$ cat src/verilog/spi_regs_pkg.sv
package spi_regs_pkg;
  // ****************************************
  // Register offsets
  // ****************************************
  localparam logic [7:0] CAP_OFS = 8'h00;
  localparam logic [7:0] MODE_OFS = 8'h20;
  localparam logic [7:0] EVENT_OFS = 8'h24;
  localparam logic [7:0] MASK_OFS = 8'h28;
  localparam logic [7:0] CMD_OFS = 8'h2C;
  localparam logic [7:0] TX_OFS = 8'h30;
  localparam logic [7:0] RX_OFS = 8'h34;
  localparam logic [7:0] SEL_OFS = 8'h38;
  localparam logic [7:0] ASEL_OFS = 8'h3C;
  // ****************************************
  // Feature report fields
  // ****************************************
  localparam logic [7:0] SELECT_LINE_COUNT = 8'h02;
  localparam logic [3:0] MAX_WORD_SIZE_CODE = 4'h0;
  localparam logic THREE_WIRE_SUPPORT = 1'b1;
  localparam logic AUTO_MODE_FLAG = 1'b0;
  localparam logic AUTO_SELECT_AVAILABLE = 1'b1;
  localparam logic SELECT_REGISTER_PRESENT = 1'b1;
  localparam logic [7:0] FIFO_DEPTH_FIELD = 8'h10;
  localparam logic BUFFER_TYPE_FLAG = 1'b1;
  localparam logic [1:0] HARDENING_KIND = 2'h0;
  // ****************************************
  // Operating setup fields
  // ****************************************
  localparam logic [31:0] MODE_RESET = 32'h0000_0000;
  localparam logic [31:0] MODE_WMASK = 32'h7FFF_FFFE;
  localparam int LOOP_BIT = 30;
  localparam int CPOL_BIT = 29;
  localparam int CPHA_BIT = 28;
  localparam int EXTRA_SLOW_DIVIDE_BIT = 27;
  localparam int MASTER_BIT = 25;
  localparam int ENABLE_BIT = 24;
  localparam int LEN_LSB = 20;
  localparam int PRESCALE_LSB = 16;
  localparam int AUTO_SEL_BIT = 14;
  localparam int HALVING_FLAG_BIT = 13;
  localparam int IGNORE_SEL_BIT = 2;
  // ****************************************
  // Event flag positions, select reset values and queue depth
  // ****************************************
  localparam int NOT_FULL_BIT = 8;
  localparam int NOT_EMPTY_BIT = 9;
  localparam int MULTI_MASTER_BIT = 10;
  localparam int OVERRUN_BIT = 12;
  localparam logic [1:0] SEL_RESET = 2'h3;
  localparam logic [1:0] AUTO_SEL_RESET = 2'h3;
  localparam int QUEUE_DEPTH = 16;

  typedef enum logic {ENG_IDLE, ENG_SHIFT} eng_t;
endpackage

$ cat src/verilog/stream_if.sv
`timescale 1ns/1ns
interface stream_if #(parameter int WIDTH = 32);
  logic valid;
  logic ready;
  logic [WIDTH-1:0] data;
  modport src (output valid, output data, input ready);
  modport snk (input valid, input data, output ready);
endinterface

$ cat src/verilog/word_fifo.sv
`timescale 1ns/1ns
module word_fifo #(
  parameter int WIDTH = 32,
  parameter int DEPTH = 16
) (
  // Clock and reset
  input wire logic ref_clk,
  input wire logic rst_b,
  // Streams
  stream_if.snk push,
  stream_if.src pop
);
  localparam int PW = (DEPTH > 1) ? $clog2(DEPTH) : 1;
  localparam int CW = $clog2(DEPTH + 1);

  generate
    if (DEPTH < 2 || WIDTH < 1) begin : g_bad
      $error("word_fifo needs DEPTH >= 2 and WIDTH >= 1");
    end
  endgenerate

  typedef struct packed {
    logic [DEPTH-1:0][WIDTH-1:0] mem;
    logic [PW-1:0] wp;
    logic [PW-1:0] rp;
    logic [CW-1:0] cnt;
  } fifo_st_t;

  fifo_st_t st;
  fifo_st_t next_st;

  function automatic logic [PW-1:0] wrap(input logic [PW-1:0] p);
    return (p == PW'(DEPTH - 1)) ? '0 : PW'(p + 1'b1);
  endfunction

  // Full stalls the filler through ready
  assign push.ready = (st.cnt != CW'(DEPTH));
  assign pop.valid = (st.cnt != '0);
  assign pop.data = st.mem[st.rp];

  always_comb begin
    next_st = st;
    if (push.valid && push.ready) begin
      next_st.mem[st.wp] = push.data;
      next_st.wp = wrap(st.wp);
    end
    if (pop.valid && pop.ready) begin
      next_st.rp = wrap(st.rp);
    end
    case ({push.valid && push.ready, pop.valid && pop.ready})
      2'b10: next_st.cnt = CW'(st.cnt + 1'b1);
      2'b01: next_st.cnt = CW'(st.cnt - 1'b1);
      default: next_st.cnt = st.cnt;
    endcase
  end

  always_ff @(posedge ref_clk or negedge rst_b) begin
    if (!rst_b) begin
      st <= '0;
    end else begin
      st <= next_st;
    end
  end
endmodule // word_fifo

$ cat src/verilog/spi_controller_registers.sv
`timescale 1ns/1ns
// How it works
// - All control and status sit in registers on the APB slave port.
// - Offsets 0x00, 0x20-0x28, 0x30-0x3C decode; 0x04-0x1C, 0x2C reserved.
// - Feature bits 31:24 report two select lines, read only.
// - Feature bits 23:20 read zero: word sizes 4-16 and 32.
// - Feature bit 19 reads one, though no three-wire mode is built.
// - Feature bit 18 reads zero: no automatic transfer mode.
// - Feature bit 17 reads one: automatic select driving available.
// - Feature bit 16 reads one: select register present.
// - Feature bits 15:8 report depth 16; each queue holds 17 words.
// - Feature bit 7 reads one: buffer type flag.
// - Feature bits 6:5 read zero: plain flip-flop buffers, not hardened.
// - Feature bits 4:0 carry a read-only core version.
// - Operating setup sits at 0x20 and resets to all zero.
// - Serial clock is bus clock over (4-2*halving)*(prescale+1), /16 extra.
module spi_controller_registers
  import spi_regs_pkg::*;
#(
  parameter int DEPTH = QUEUE_DEPTH,
  parameter logic [4:0] CORE_VERSION_FIELD = 5'h01 // Arbitrary value
) (
  // Clock and reset
  input wire logic ref_clk,
  input wire logic rst_b,
  // APB slave
  input wire logic psel,
  input wire logic penable,
  input wire logic pwrite,
  input wire logic [7:0] paddr,
  input wire logic [31:0] pwdata,
  output logic [31:0] prdata,
  output logic pready,
  output logic pslverr,
  // Serial link
  output logic sck,
  output logic mosi,
  input wire logic miso,
  input wire logic spiSelB,
  output logic [1:0] slvSelB
);
  generate
    if (DEPTH < 2 || DEPTH > 255) begin : g_bad
      $error("DEPTH must fit the 8-bit depth field");
    end
  endgenerate

  // ****************************************
  // Feature report
  // ****************************************
  localparam logic [7:0] DEPTH_FIELD = 8'(DEPTH);
  localparam logic [31:0] FEATURES = {
    SELECT_LINE_COUNT,
    MAX_WORD_SIZE_CODE,
    THREE_WIRE_SUPPORT,
    AUTO_MODE_FLAG,
    AUTO_SELECT_AVAILABLE,
    SELECT_REGISTER_PRESENT,
    DEPTH_FIELD,
    BUFFER_TYPE_FLAG,
    HARDENING_KIND,
    CORE_VERSION_FIELD
  };

  typedef struct packed {
    logic [31:0] mode;
    logic [31:0] mask;
    logic [1:0] sel;
    logic [1:0] autoSel;
    logic ov;
    logic mme;
    logic [31:0] prdata;
    logic pready;
    logic pslverr;
    logic [31:0] txHold;
    logic txHoldV;
    logic [31:0] rxHold;
    logic rxHoldV;
    eng_t eng;
    logic [31:0] sh;
    logic [31:0] rsh;
    logic [4:0] bitCnt;
    logic lead;
    logic [9:0] divCnt;
    logic sck;
    logic mosi;
    logic [1:0] selB;
    logic rxPush;
    logic [31:0] rxWord;
    logic [9:0] gap;
  } st_t;

  st_t st;
  st_t next_st;

  stream_if #(.WIDTH(32)) txIn ();
  stream_if #(.WIDTH(32)) txOut ();
  stream_if #(.WIDTH(32)) rxIn ();
  stream_if #(.WIDTH(32)) rxOut ();

  // ****************************************
  // Helpers
  // ****************************************
  // Half of one serial clock period, in bus clocks
  function automatic logic [9:0] halfDiv(input logic [31:0] m);
    logic [9:0] h;
    h = 10'(m[PRESCALE_LSB +: 4]) + 10'h001;
    if (!m[HALVING_FLAG_BIT]) begin
      h = 10'(h << 1);
    end
    if (m[EXTRA_SLOW_DIVIDE_BIT]) begin
      h = 10'(h << 4);
    end
    return h;
  endfunction

  // Length code zero means a 32-bit word
  function automatic logic [4:0] lastIdx(input logic [31:0] m);
    logic [3:0] len;
    len = m[LEN_LSB +: 4];
    return (len == 4'h0) ? 5'h1F : {1'b0, len};
  endfunction

  // ****************************************
  // Queues
  // ****************************************
  // Holding registers plus FIFO give depth plus one per queue
  word_fifo #(.WIDTH(32), .DEPTH(DEPTH)) u_txq (
    .ref_clk(ref_clk),
    .rst_b(rst_b),
    .push(txIn.snk),
    .pop(txOut.src)
  );

  word_fifo #(.WIDTH(32), .DEPTH(DEPTH)) u_rxq (
    .ref_clk(ref_clk),
    .rst_b(rst_b),
    .push(rxIn.snk),
    .pop(rxOut.src)
  );

  logic canRun;
  logic load;
  logic access;
  logic rxBit;

  assign canRun = st.mode[ENABLE_BIT] && st.mode[MASTER_BIT] && !st.mme;
  assign load = (st.eng == ENG_IDLE) && canRun && txOut.valid;
  assign access = psel && penable && !st.pready;
  assign rxBit = st.mode[LOOP_BIT] ? st.mosi : miso;

  assign txIn.valid = st.txHoldV;
  assign txIn.data = st.txHold;
  assign txOut.ready = load;
  assign rxIn.valid = st.rxPush;
  assign rxIn.data = st.rxWord;
  assign rxOut.ready = !st.rxHoldV;

  always_comb begin
    logic [31:0] rd;
    logic [31:0] ev;
    logic [31:0] r;
    logic cpha;
    rd = 32'h0000_0000;
    ev = 32'h0000_0000;
    r = st.rsh;
    cpha = st.mode[CPHA_BIT];
    next_st = st;
    next_st.rxPush = 1'b0;
    next_st.pslverr = 1'b0;

    // ****************************************
    // Queue movement
    // ****************************************
    if (st.txHoldV && txIn.ready) begin
      next_st.txHoldV = 1'b0;
    end
    if (!st.rxHoldV && rxOut.valid) begin
      next_st.rxHold = rxOut.data;
      next_st.rxHoldV = 1'b1;
    end
    if (st.rxPush && !rxIn.ready) begin
      next_st.ov = 1'b1;
    end

    // ****************************************
    // APB slave, one wait state
    // ****************************************
    next_st.pready = access;
    ev[NOT_FULL_BIT] = !st.txHoldV;
    ev[NOT_EMPTY_BIT] = st.rxHoldV;
    ev[MULTI_MASTER_BIT] = st.mme;
    ev[OVERRUN_BIT] = st.ov;
    if (access && !pwrite) begin
      case (paddr)
        CAP_OFS: rd = FEATURES;
        MODE_OFS: rd = st.mode;
        EVENT_OFS: rd = ev;
        MASK_OFS: rd = st.mask;
        RX_OFS: begin
          rd = st.rxHold;
          // An empty read must not cancel a refill already under way
          if (st.rxHoldV) begin
            next_st.rxHoldV = 1'b0;
          end
        end
        SEL_OFS: rd = {30'h0000_0000, st.sel};
        ASEL_OFS: rd = {30'h0000_0000, st.autoSel};
        default: rd = 32'h0000_0000;
      endcase
      next_st.prdata = rd;
    end
    if (access && pwrite) begin
      case (paddr)
        MODE_OFS: next_st.mode = pwdata & MODE_WMASK;
        EVENT_OFS: begin
          // Write one to clear
          if (pwdata[OVERRUN_BIT]) begin
            next_st.ov = 1'b0;
          end
          if (pwdata[MULTI_MASTER_BIT]) begin
            next_st.mme = 1'b0;
          end
        end
        MASK_OFS: next_st.mask = pwdata;
        TX_OFS: begin
          // Dropped when full; software waits for not-full
          if (!next_st.txHoldV) begin
            next_st.txHold = pwdata;
            next_st.txHoldV = 1'b1;
          end
        end
        SEL_OFS: next_st.sel = pwdata[1:0];
        ASEL_OFS: next_st.autoSel = pwdata[1:0];
        default: ;
      endcase
    end
    // Set wins over a clear in the same cycle
    if (st.rxPush && !rxIn.ready) begin
      next_st.ov = 1'b1;
    end

    // ****************************************
    // Master shift engine
    // ****************************************
    case (st.eng)
      ENG_IDLE: begin
        next_st.sck = st.mode[CPOL_BIT];
        if (load) begin
          next_st.sh = txOut.data;
          next_st.rsh = 32'h0000_0000;
          next_st.bitCnt = lastIdx(st.mode);
          next_st.lead = 1'b1;
          next_st.divCnt = 10'(halfDiv(st.mode) - 10'h001);
          next_st.eng = ENG_SHIFT;
          if (!cpha) begin
            next_st.mosi = txOut.data[lastIdx(st.mode)];
          end
        end
      end
      ENG_SHIFT: begin
        if (st.divCnt != 10'h000) begin
          next_st.divCnt = 10'(st.divCnt - 10'h001);
        end else begin
          next_st.divCnt = 10'(halfDiv(st.mode) - 10'h001);
          next_st.sck = !st.sck;
          if (st.lead) begin
            next_st.lead = 1'b0;
            if (cpha) begin
              next_st.mosi = st.sh[st.bitCnt];
            end else begin
              r = {st.rsh[30:0], rxBit};
            end
          end else begin
            next_st.lead = 1'b1;
            if (cpha) begin
              r = {st.rsh[30:0], rxBit};
            end
            if (st.bitCnt == 5'h00) begin
              next_st.rxPush = 1'b1;
              next_st.rxWord = r;
              next_st.eng = ENG_IDLE;
            end else begin
              next_st.bitCnt = 5'(st.bitCnt - 5'h01);
              if (!cpha) begin
                next_st.mosi = st.sh[5'(st.bitCnt - 5'h01)];
              end
            end
          end
          next_st.rsh = r;
        end
      end
      default: next_st.eng = ENG_IDLE;
    endcase

    // Another master selecting us aborts and disables
    if (canRun && !spiSelB && !st.mode[IGNORE_SEL_BIT]) begin
      next_st.mme = 1'b1;
      next_st.mode[ENABLE_BIT] = 1'b0;
      next_st.eng = ENG_IDLE;
      next_st.sck = st.mode[CPOL_BIT];
    end

    // Hardware selects only while a word is on the wire
    if (st.mode[AUTO_SEL_BIT] && next_st.eng == ENG_SHIFT) begin
      next_st.selB = st.autoSel;
    end else begin
      next_st.selB = next_st.sel;
    end

    if (next_st.sck != st.sck || load) begin
      next_st.gap = 10'h000;
    end else if (st.gap != 10'h3FF) begin
      next_st.gap = 10'(st.gap + 10'h001);
    end
  end

  always_ff @(posedge ref_clk or negedge rst_b) begin
    if (!rst_b) begin
      st <= '0;
      st.mode <= MODE_RESET;
      st.sel <= SEL_RESET;
      st.autoSel <= AUTO_SEL_RESET;
      st.selB <= SEL_RESET;
      st.mosi <= 1'b1;
      st.eng <= ENG_IDLE;
    end else begin
      st <= next_st;
    end
  end

  assign prdata = st.prdata;
  assign pready = st.pready;
  assign pslverr = st.pslverr;
  assign sck = st.sck;
  assign mosi = st.mosi;
  assign slvSelB = st.selB;
endmodule // spi_controller_registers

$ cat config.mk
export PLATFORM = sky130hd
export DESIGN_NAME = spi_controller_registers
export DESIGN_NICKNAME = d
export VERILOG_FILES = /design/src/verilog/spi_regs_pkg.sv /design/src/verilog/stream_if.sv /design/src/verilog/word_fifo.sv /design/src/verilog/spi_controller_registers.sv
export SDC_FILE = /design/constraint.sdc
export NUM_CORES = 2
export LEC_CHECK = 0
export ABC_AREA = 0
export BUFFER_PORTS_ARGS = -buffer_cell sky130_fd_sc_hd__clkbuf_2
export CORE_MARGIN = 1
export CORE_UTILIZATION = 31
export DETAILED_ROUTE_END_ITERATION = 12
export PLACE_DENSITY = 0.44
export SYNTH_ARGS = -nofsm -noshare
export SYNTH_HDL_FRONTEND = slang
export SYNTH_SLANG_ARGS = --single-unit
$ cat constraint.sdc
create_clock -name ref_clk -period 2.95 [get_ports ref_clk]
set_clock_uncertainty 0.2 [all_clocks]
set_input_delay 0 -clock ref_clk [delete_from_list [all_inputs] [get_ports ref_clk]]
set_output_delay 0 -clock ref_clk [all_outputs]
set_load 0.005 [all_outputs]
# [After elaboration in Yosys (flattened, before gate mapping)]
# Cells that the tools add are included.
[classes] add_sub_neg=13 n_lt_le_gt_ge=9 eq_ne=27 muxes=78 bitwise_logic=4 n_reduce_logical=51
[op_table] operator="512-bit bitwise mux" count=2
[op_table] operator="32-bit binary-select mux with 4-bit select" count=2
[op_table] operator="32-bit demux with 4-bit select" count=2
[op_table] operator="32-bit two-way mux" count=8
[op_table] operator="32-bit case mux with 7 select lines" count=1
[op_table] operator="33-bit two-way mux" count=4
[op_table] operator="50-bit case mux with 2 select lines" count=1
[op_table] operator="81-bit two-way mux" count=1
[op_table] operator="63-bit two-way mux" count=1
[op_table] operator="10-bit two-way mux" count=6
[op_table] operator="8-bit by 6-bit == test with 1-bit output, second input constant" count=7
[op_table] operator="38-bit two-way mux" count=1
[op_table] operator="10-bit by 1-bit subtractor with 10-bit output, second input constant" count=3
[op_table] operator="1-bit two-way mux" count=29
[op_table] operator="25-bit two-way mux" count=1
[op_table] operator="4-bit by 5-bit < comparator with 1-bit output, second input constant" count=4
[op_table] operator="5-bit case mux with 2 select lines" count=2
[op_table] operator="1-bit logical AND" count=18
[op_table] operator="5-bit by 6-bit < comparator with 1-bit output, second input constant" count=3
[op_table] operator="4-bit by 1-bit adder with 4-bit output, second input constant" count=4
[op_table] operator="4-bit == test, second input constant" count=4
[op_table] operator="4-bit two-way mux" count=4
[op_table] operator="1-bit binary-select mux with 5-bit select" count=3
[op_table] operator="5-bit two-way mux" count=3
[op_table] operator="26 further kinds" count=68
[word_totals] register_bits=1335 input_bits=47 out_inout_bits=38

# [Depth between registers and ports, before layout]
[logic_depth] ltp_word=12 depth_mapped=15 mapped_depth_nobuf=13

# [Hierarchy]
# Synthesis repeated with hierarchy kept, for this count alone.
[hier_totals] cells_unflattened=4391 hier_area_um2=61712.9
[modules_own_cells] module="word_fifo" instances=2 cells_each=1613 area_each_um2=24066.8
[modules_own_cells] module="spi_controller_registers" instances=1 cells_each=1165 area_each_um2=13579.3

# [Least setup slack after synthesis]
# Ideal clock, no wire load.
[synth_timing] path_kind="reg-to-reg" from="reg st[58] in the netlist's numbering" to="reg, netlist name mosi" setup_ns=0.095 arrival_ns=2.897 path_slack_ns=-0.242 path_stages_with_launch=12 path_buffers=3 synth_period_minus_slack_ns=3.192 path_cell_list="dfrtp_1 > buf_2 > clkbuf_1 > inv_1 > ha_1 > buf_1 > mux4_2 > mux4_2 > mux2_2 > o21ai_0 > or4_1 > o211ai_1"
[synth_via] elab_chain_cells=8
[synth_lines] element="start: declaration" line="spi_controller_registers.sv:93" text="st_t st;"
[synth_lines] element="start signal: assignment" line="spi_controller_registers.sv:328" text="st <= next_st;"
[synth_lines] element="5-bit by 1-bit subtractor with 5-bit output" line="spi_controller_registers.sv:286" text="next_st.mosi = st.sh[5'(st.bitCnt - 5'h01)];"
[synth_lines] element="1-bit binary-select mux with 5-bit select" line="spi_controller_registers.sv:286"
[synth_lines] element="1-bit two-way mux (not written as such)" line="spi_controller_registers.sv:286"
[synth_lines] element="1-bit two-way mux" line="spi_controller_registers.sv:285" text="if (!cpha) begin"
[synth_lines] element="1-bit two-way mux" line="spi_controller_registers.sv:279" text="if (st.bitCnt == 5'h00) begin"
[synth_lines] element="1-bit two-way mux" line="spi_controller_registers.sv:267" text="if (st.lead) begin"
[synth_lines] element="2-bit two-way mux" line="spi_controller_registers.sv:262" text="if (st.divCnt != 10'h000) begin"
[synth_lines] element="50-bit case mux with 2 select lines" line="spi_controller_registers.sv:246" text="case (st.eng)"
# Parallel ways exist; a longest one is shown, timed or not. The select of a mux whose other input is x is not followed.
# A chain may end at the register's enable or synchronous reset.

==> results.tsv <==
stage	metric	value	unit
power_and_ir_drop	p_comb_share	7.0	%
place	dpl.cell_count	6959	
logic_synthesis	synth_seq_cells	1335	
timing	fmax	0.348	GHz
cts	cts_buffer_depth	3	
route	drt_iter0_drc	2042	
route	num_vias	37300	
floorplanning	io-pin-count	85	
power_and_ir_drop	share_seq_of_total_power	44.8	%
finish	nets	4659	
critical_path	critPathRequiredTime	3.47	ns
floorplanning	core	0.195	mm2
grt	grt_busiest_layer	met2	
logic_synthesis	ys_seq_area_share	55.0	%
timing	final_max_slew_viol_count	0	
place	gp_congestion	0.776	
timing	fin_crit	2.88	ns
timing	setup_viol	0	
route	route.detailed.drc	0	
finish	area_growth	19.4	%
worst_hold_path	min_path_type	in -> reg	
logic_synthesis	yosysTopAreaCell	dfrtp_1	
cts	cts_root_buf	clkbuf_16	
timing	whs	0.0642	ns
grt	grt_overflow_total	0	
logic_synthesis	yosysWarnings	0	
finish	stdcell_area	0.0726	mm2
floorplanning	die-area	0.198	mm2
cts	cts_buffers	158	
timing	final_hold_viol_count	0	
timing	worst_pin_slew	0.811	ns
logic_synthesis	synth_top_area_share	54.7	%
finish	fin_util	37.3	%
finish	drive_above_1_share	43.1	%
cts	cts_tree	yes	
floorplanning	die_w	445	um
logic_synthesis	synth_edf_count	0	
timing	final.period_utilization	97.5	%
logic_synthesis	syn_nets	4448	
power_and_ir_drop	power.leakage	33.5	nW
grt	grt_use_total	18.7	%
power_and_ir_drop	ir_drop	0.000353	V
finish	final_cells	7341	
timing	rsz0062_at_grt	yes	
place	place.detailed.hpwl	114	mm
power_and_ir_drop	switching_power	10.1	mW
grt	grt_pass1_vias	39800	
power_and_ir_drop	p_per_area	578	mW/mm2
floorplanning	initial_core_util	31.2	%
timing	relSlewSlack	45.9	%
grt	grt_pass1_wl	277	mm
logic_synthesis	ys.flop_type	dfrtp_1	
power_and_ir_drop	pwr-share-clk	48.2	%
finish	layout.area.seq	0.0334	mm2
power_and_ir_drop	switching_share	24.0	%
grt	met1_usage	24.6	%
cts	cts_sinks	1335	
critical_path	cp-end-kind	flip-flop	
cts	cts_setup_buffers	0	
logic_synthesis	netlist_area	0.0608	mm2
route	viasPerCell	5.08	
place	dpl_cell_area	0.0662	mm2
cts	clkTransAtPathRegs	0.06	ns
logic_synthesis	avgSynthCellArea	13.9	um2
critical_path	cp-start-kind	primary input	
cts	clkLatencyLatePin	0.80	ns
run_status	status	finished clean	
finish	multi_input_comb_area	0.0258	mm2
route	totalWireLength	182	mm
critical_path	cp.arrival	3.40	ns
grt	grt_max_degree	83	
logic_synthesis	synth_cell_types	66	
cts	htreeDepth	4	
finish	fillers	18500	
critical_path	worstSetupPathType	in -> reg	
route	wl_per_cell	24.8	um
route	dr.pass1.iters	8	
flow_run	drv_cap	0	
floorplanning	die_h	445	um
grt	antenna_found_initial	3	
floorplanning	rows	162	
place	numPortBuffers	83	
critical_path	crit_fanout	6	
logic_synthesis	synth.area.top_cells	dfrtp_1 (55%), mux2_2 (22%), mux4_2 (6.8%)	
route	postRouteAntennaNets	0	
logic_synthesis	synth-async-reset-ratio	100	%
grt	grt_use_met3	2.39	%
logic_synthesis	synthCells	4377	
power_and_ir_drop	p_int	31.9	mW
grt	grt.met2_usage	32.3	%
==> power by group through the flow <==
stage	logic [mW]	registers, mW	clock network [mW]
6_report	2.92	18.8	20.2
5_1_grt	3.20	18.8	21.6
4_1_cts	3.00	18.8	20.9
3_5_place_dp	2.89	19.1	0
3_3_place_gp	2.89	19.1	0
2_1_floorplan	1.68	19.0	0
==> path summary, 6_finish.rpt <==
| check | startpoint | end | slack [ns] | depth (start not counted) |
|---|---|---|---|---|
| setup / recovery | psel | slvSelB[1]$_DFF_PN1_ | 0.07 | 10 |
| hold / removal | pwdata[14] | txIn.data[14]$_DFFE_PN0P_ | 0.06 | 3 |
| min in group asynchronous | rst_b | u_txq.st[319]$_DFFE_PN0P_ | 0.34 | 4 |
| hold reg to reg | st[145]$_DFFE_PN0P_ | st[145]$_DFFE_PN0P_ | 0.28 | 2 |
| max in group asynchronous | rst_b | u_rxq.st[407]$_DFFE_PN0P_ | 1.58 | 5 |
| setup reg to reg | u_txq.st[5]$_DFFE_PN0P_ | mosi$_DFFE_PN1P_ | 0.13 | 10 |
==> layout make-up <==
cell class                 count  area share [%]
timing repair buffer         445            6.23
multi-input combinational   2615            35.6
antenna                        4          0.0138
clock buffer                 241            6.53
sequential                  1335            46.1
inverter                      33           0.171
tap                         2624            4.52
clock inverter                44           0.855
==> routing by layer <==
metal / vias to the layer above / part of all wire [%]
li1: 16700 / -
met4: 0 / 2.2
met3: 240 / 2.6
met1: 19900 / 45
met5: - / 0
met2: 489 / 50
==> cell families (layout without fill, tap and decap cells) <==
family / count (synthesis) / after routing / share of synthesized area [%]
flip-flops: 1335 / 1335 / 55.0
adder cells (fa/ha/maj): 24 / 24 / 0.519
buffers and inverters: 427 / 763 / 2.95
XOR/XNOR: 30 / 30 / 0.432
multiplexers: 1560 / 1560 / 31.9
AO/OA/AOI/OAI: 535 / 535 / 5.90
other: 1 / 5 / 0.00617
AND/OR/NAND/NOR: 465 / 465 / 3.31
==> cells in the final DEF, fill, tap and decap left out, types with 18 or more instances in the layout <==
cell and count:
dlygate4sd3_1 92, nor2_1 82, ha_1 20, buf_4 178
buf_12 88, clkbuf_1 39, clkbuf_8 41, nor3_1 26
a22oi_1 60, clkinv_2 18, a222oi_1 23, mux4_2 184
mux2i_1 207, xnor2_1 20, nand3_2 25, a221oi_1 26
clkbuf_2 82, mux2_2 1169, o21ai_0 178, dfrtp_1 1319
a31oi_1 20, inv_1 32, a21oi_1 75, o221ai_1 65
nand2_1 247, clkbuf_16 161
==> sequential cells by signal, summed over array words and instances, names as in the netlist <==
signal / count
rxIn.valid: 1
txIn.data: 32
prdata: 32
st: 182
u_txq.st: 525
rxIn.data: 32
txIn.valid: 1
slvSelB: 2
sck: 1
u_rxq.st: 525
pready: 1
mosi: 1
==> cell usage after synthesis (all sizes together) (61+ instances only) <==
master and n:
buf 148, dfrtp 1328, a22oi 61, mux2 1169, mux2i 207, a21oi 76, o21ai 187, nor2 85
clkbuf 246, o221ai 65, nand2 253, mux4 184
==> per-stage QoR <==
step	TNS [ns]	total power [mW]	worst slack, ns
final	0	41.9	0.0735
after global routing	-0.0376	43.6	-0.0376
after CTS	0	42.7	0.0480
after detailed placement	-0.435	22.0	-0.435
after global placement	-0.432	22.0	-0.432
after floorplan	0	20.6	0.00736
==> worst max-delay path, stage by stage <==
cell	delay, ns
dlygate4sd3_1	0.53
clkbuf_2	0.10
dlygate4sd3_1	0.55
nand2_1	0.09
nor2_1	0.11
and2_1	0.36
dlygate4sd3_1	0.90
nand2_1	0.17
mux2_2	0.32
mux2_2	0.27
==> what timing repair did <==
item                                    in CTS  in global routing
endpoints found under the hold margin     1476                  0
gates cloned                                 0                  0
pin swaps                                    1                  2
hold buffers                                93                  0
endpoints found under the setup margin       1                 26
gates resized for setup                      5                 15
Power figures use the tool's default switching activity.
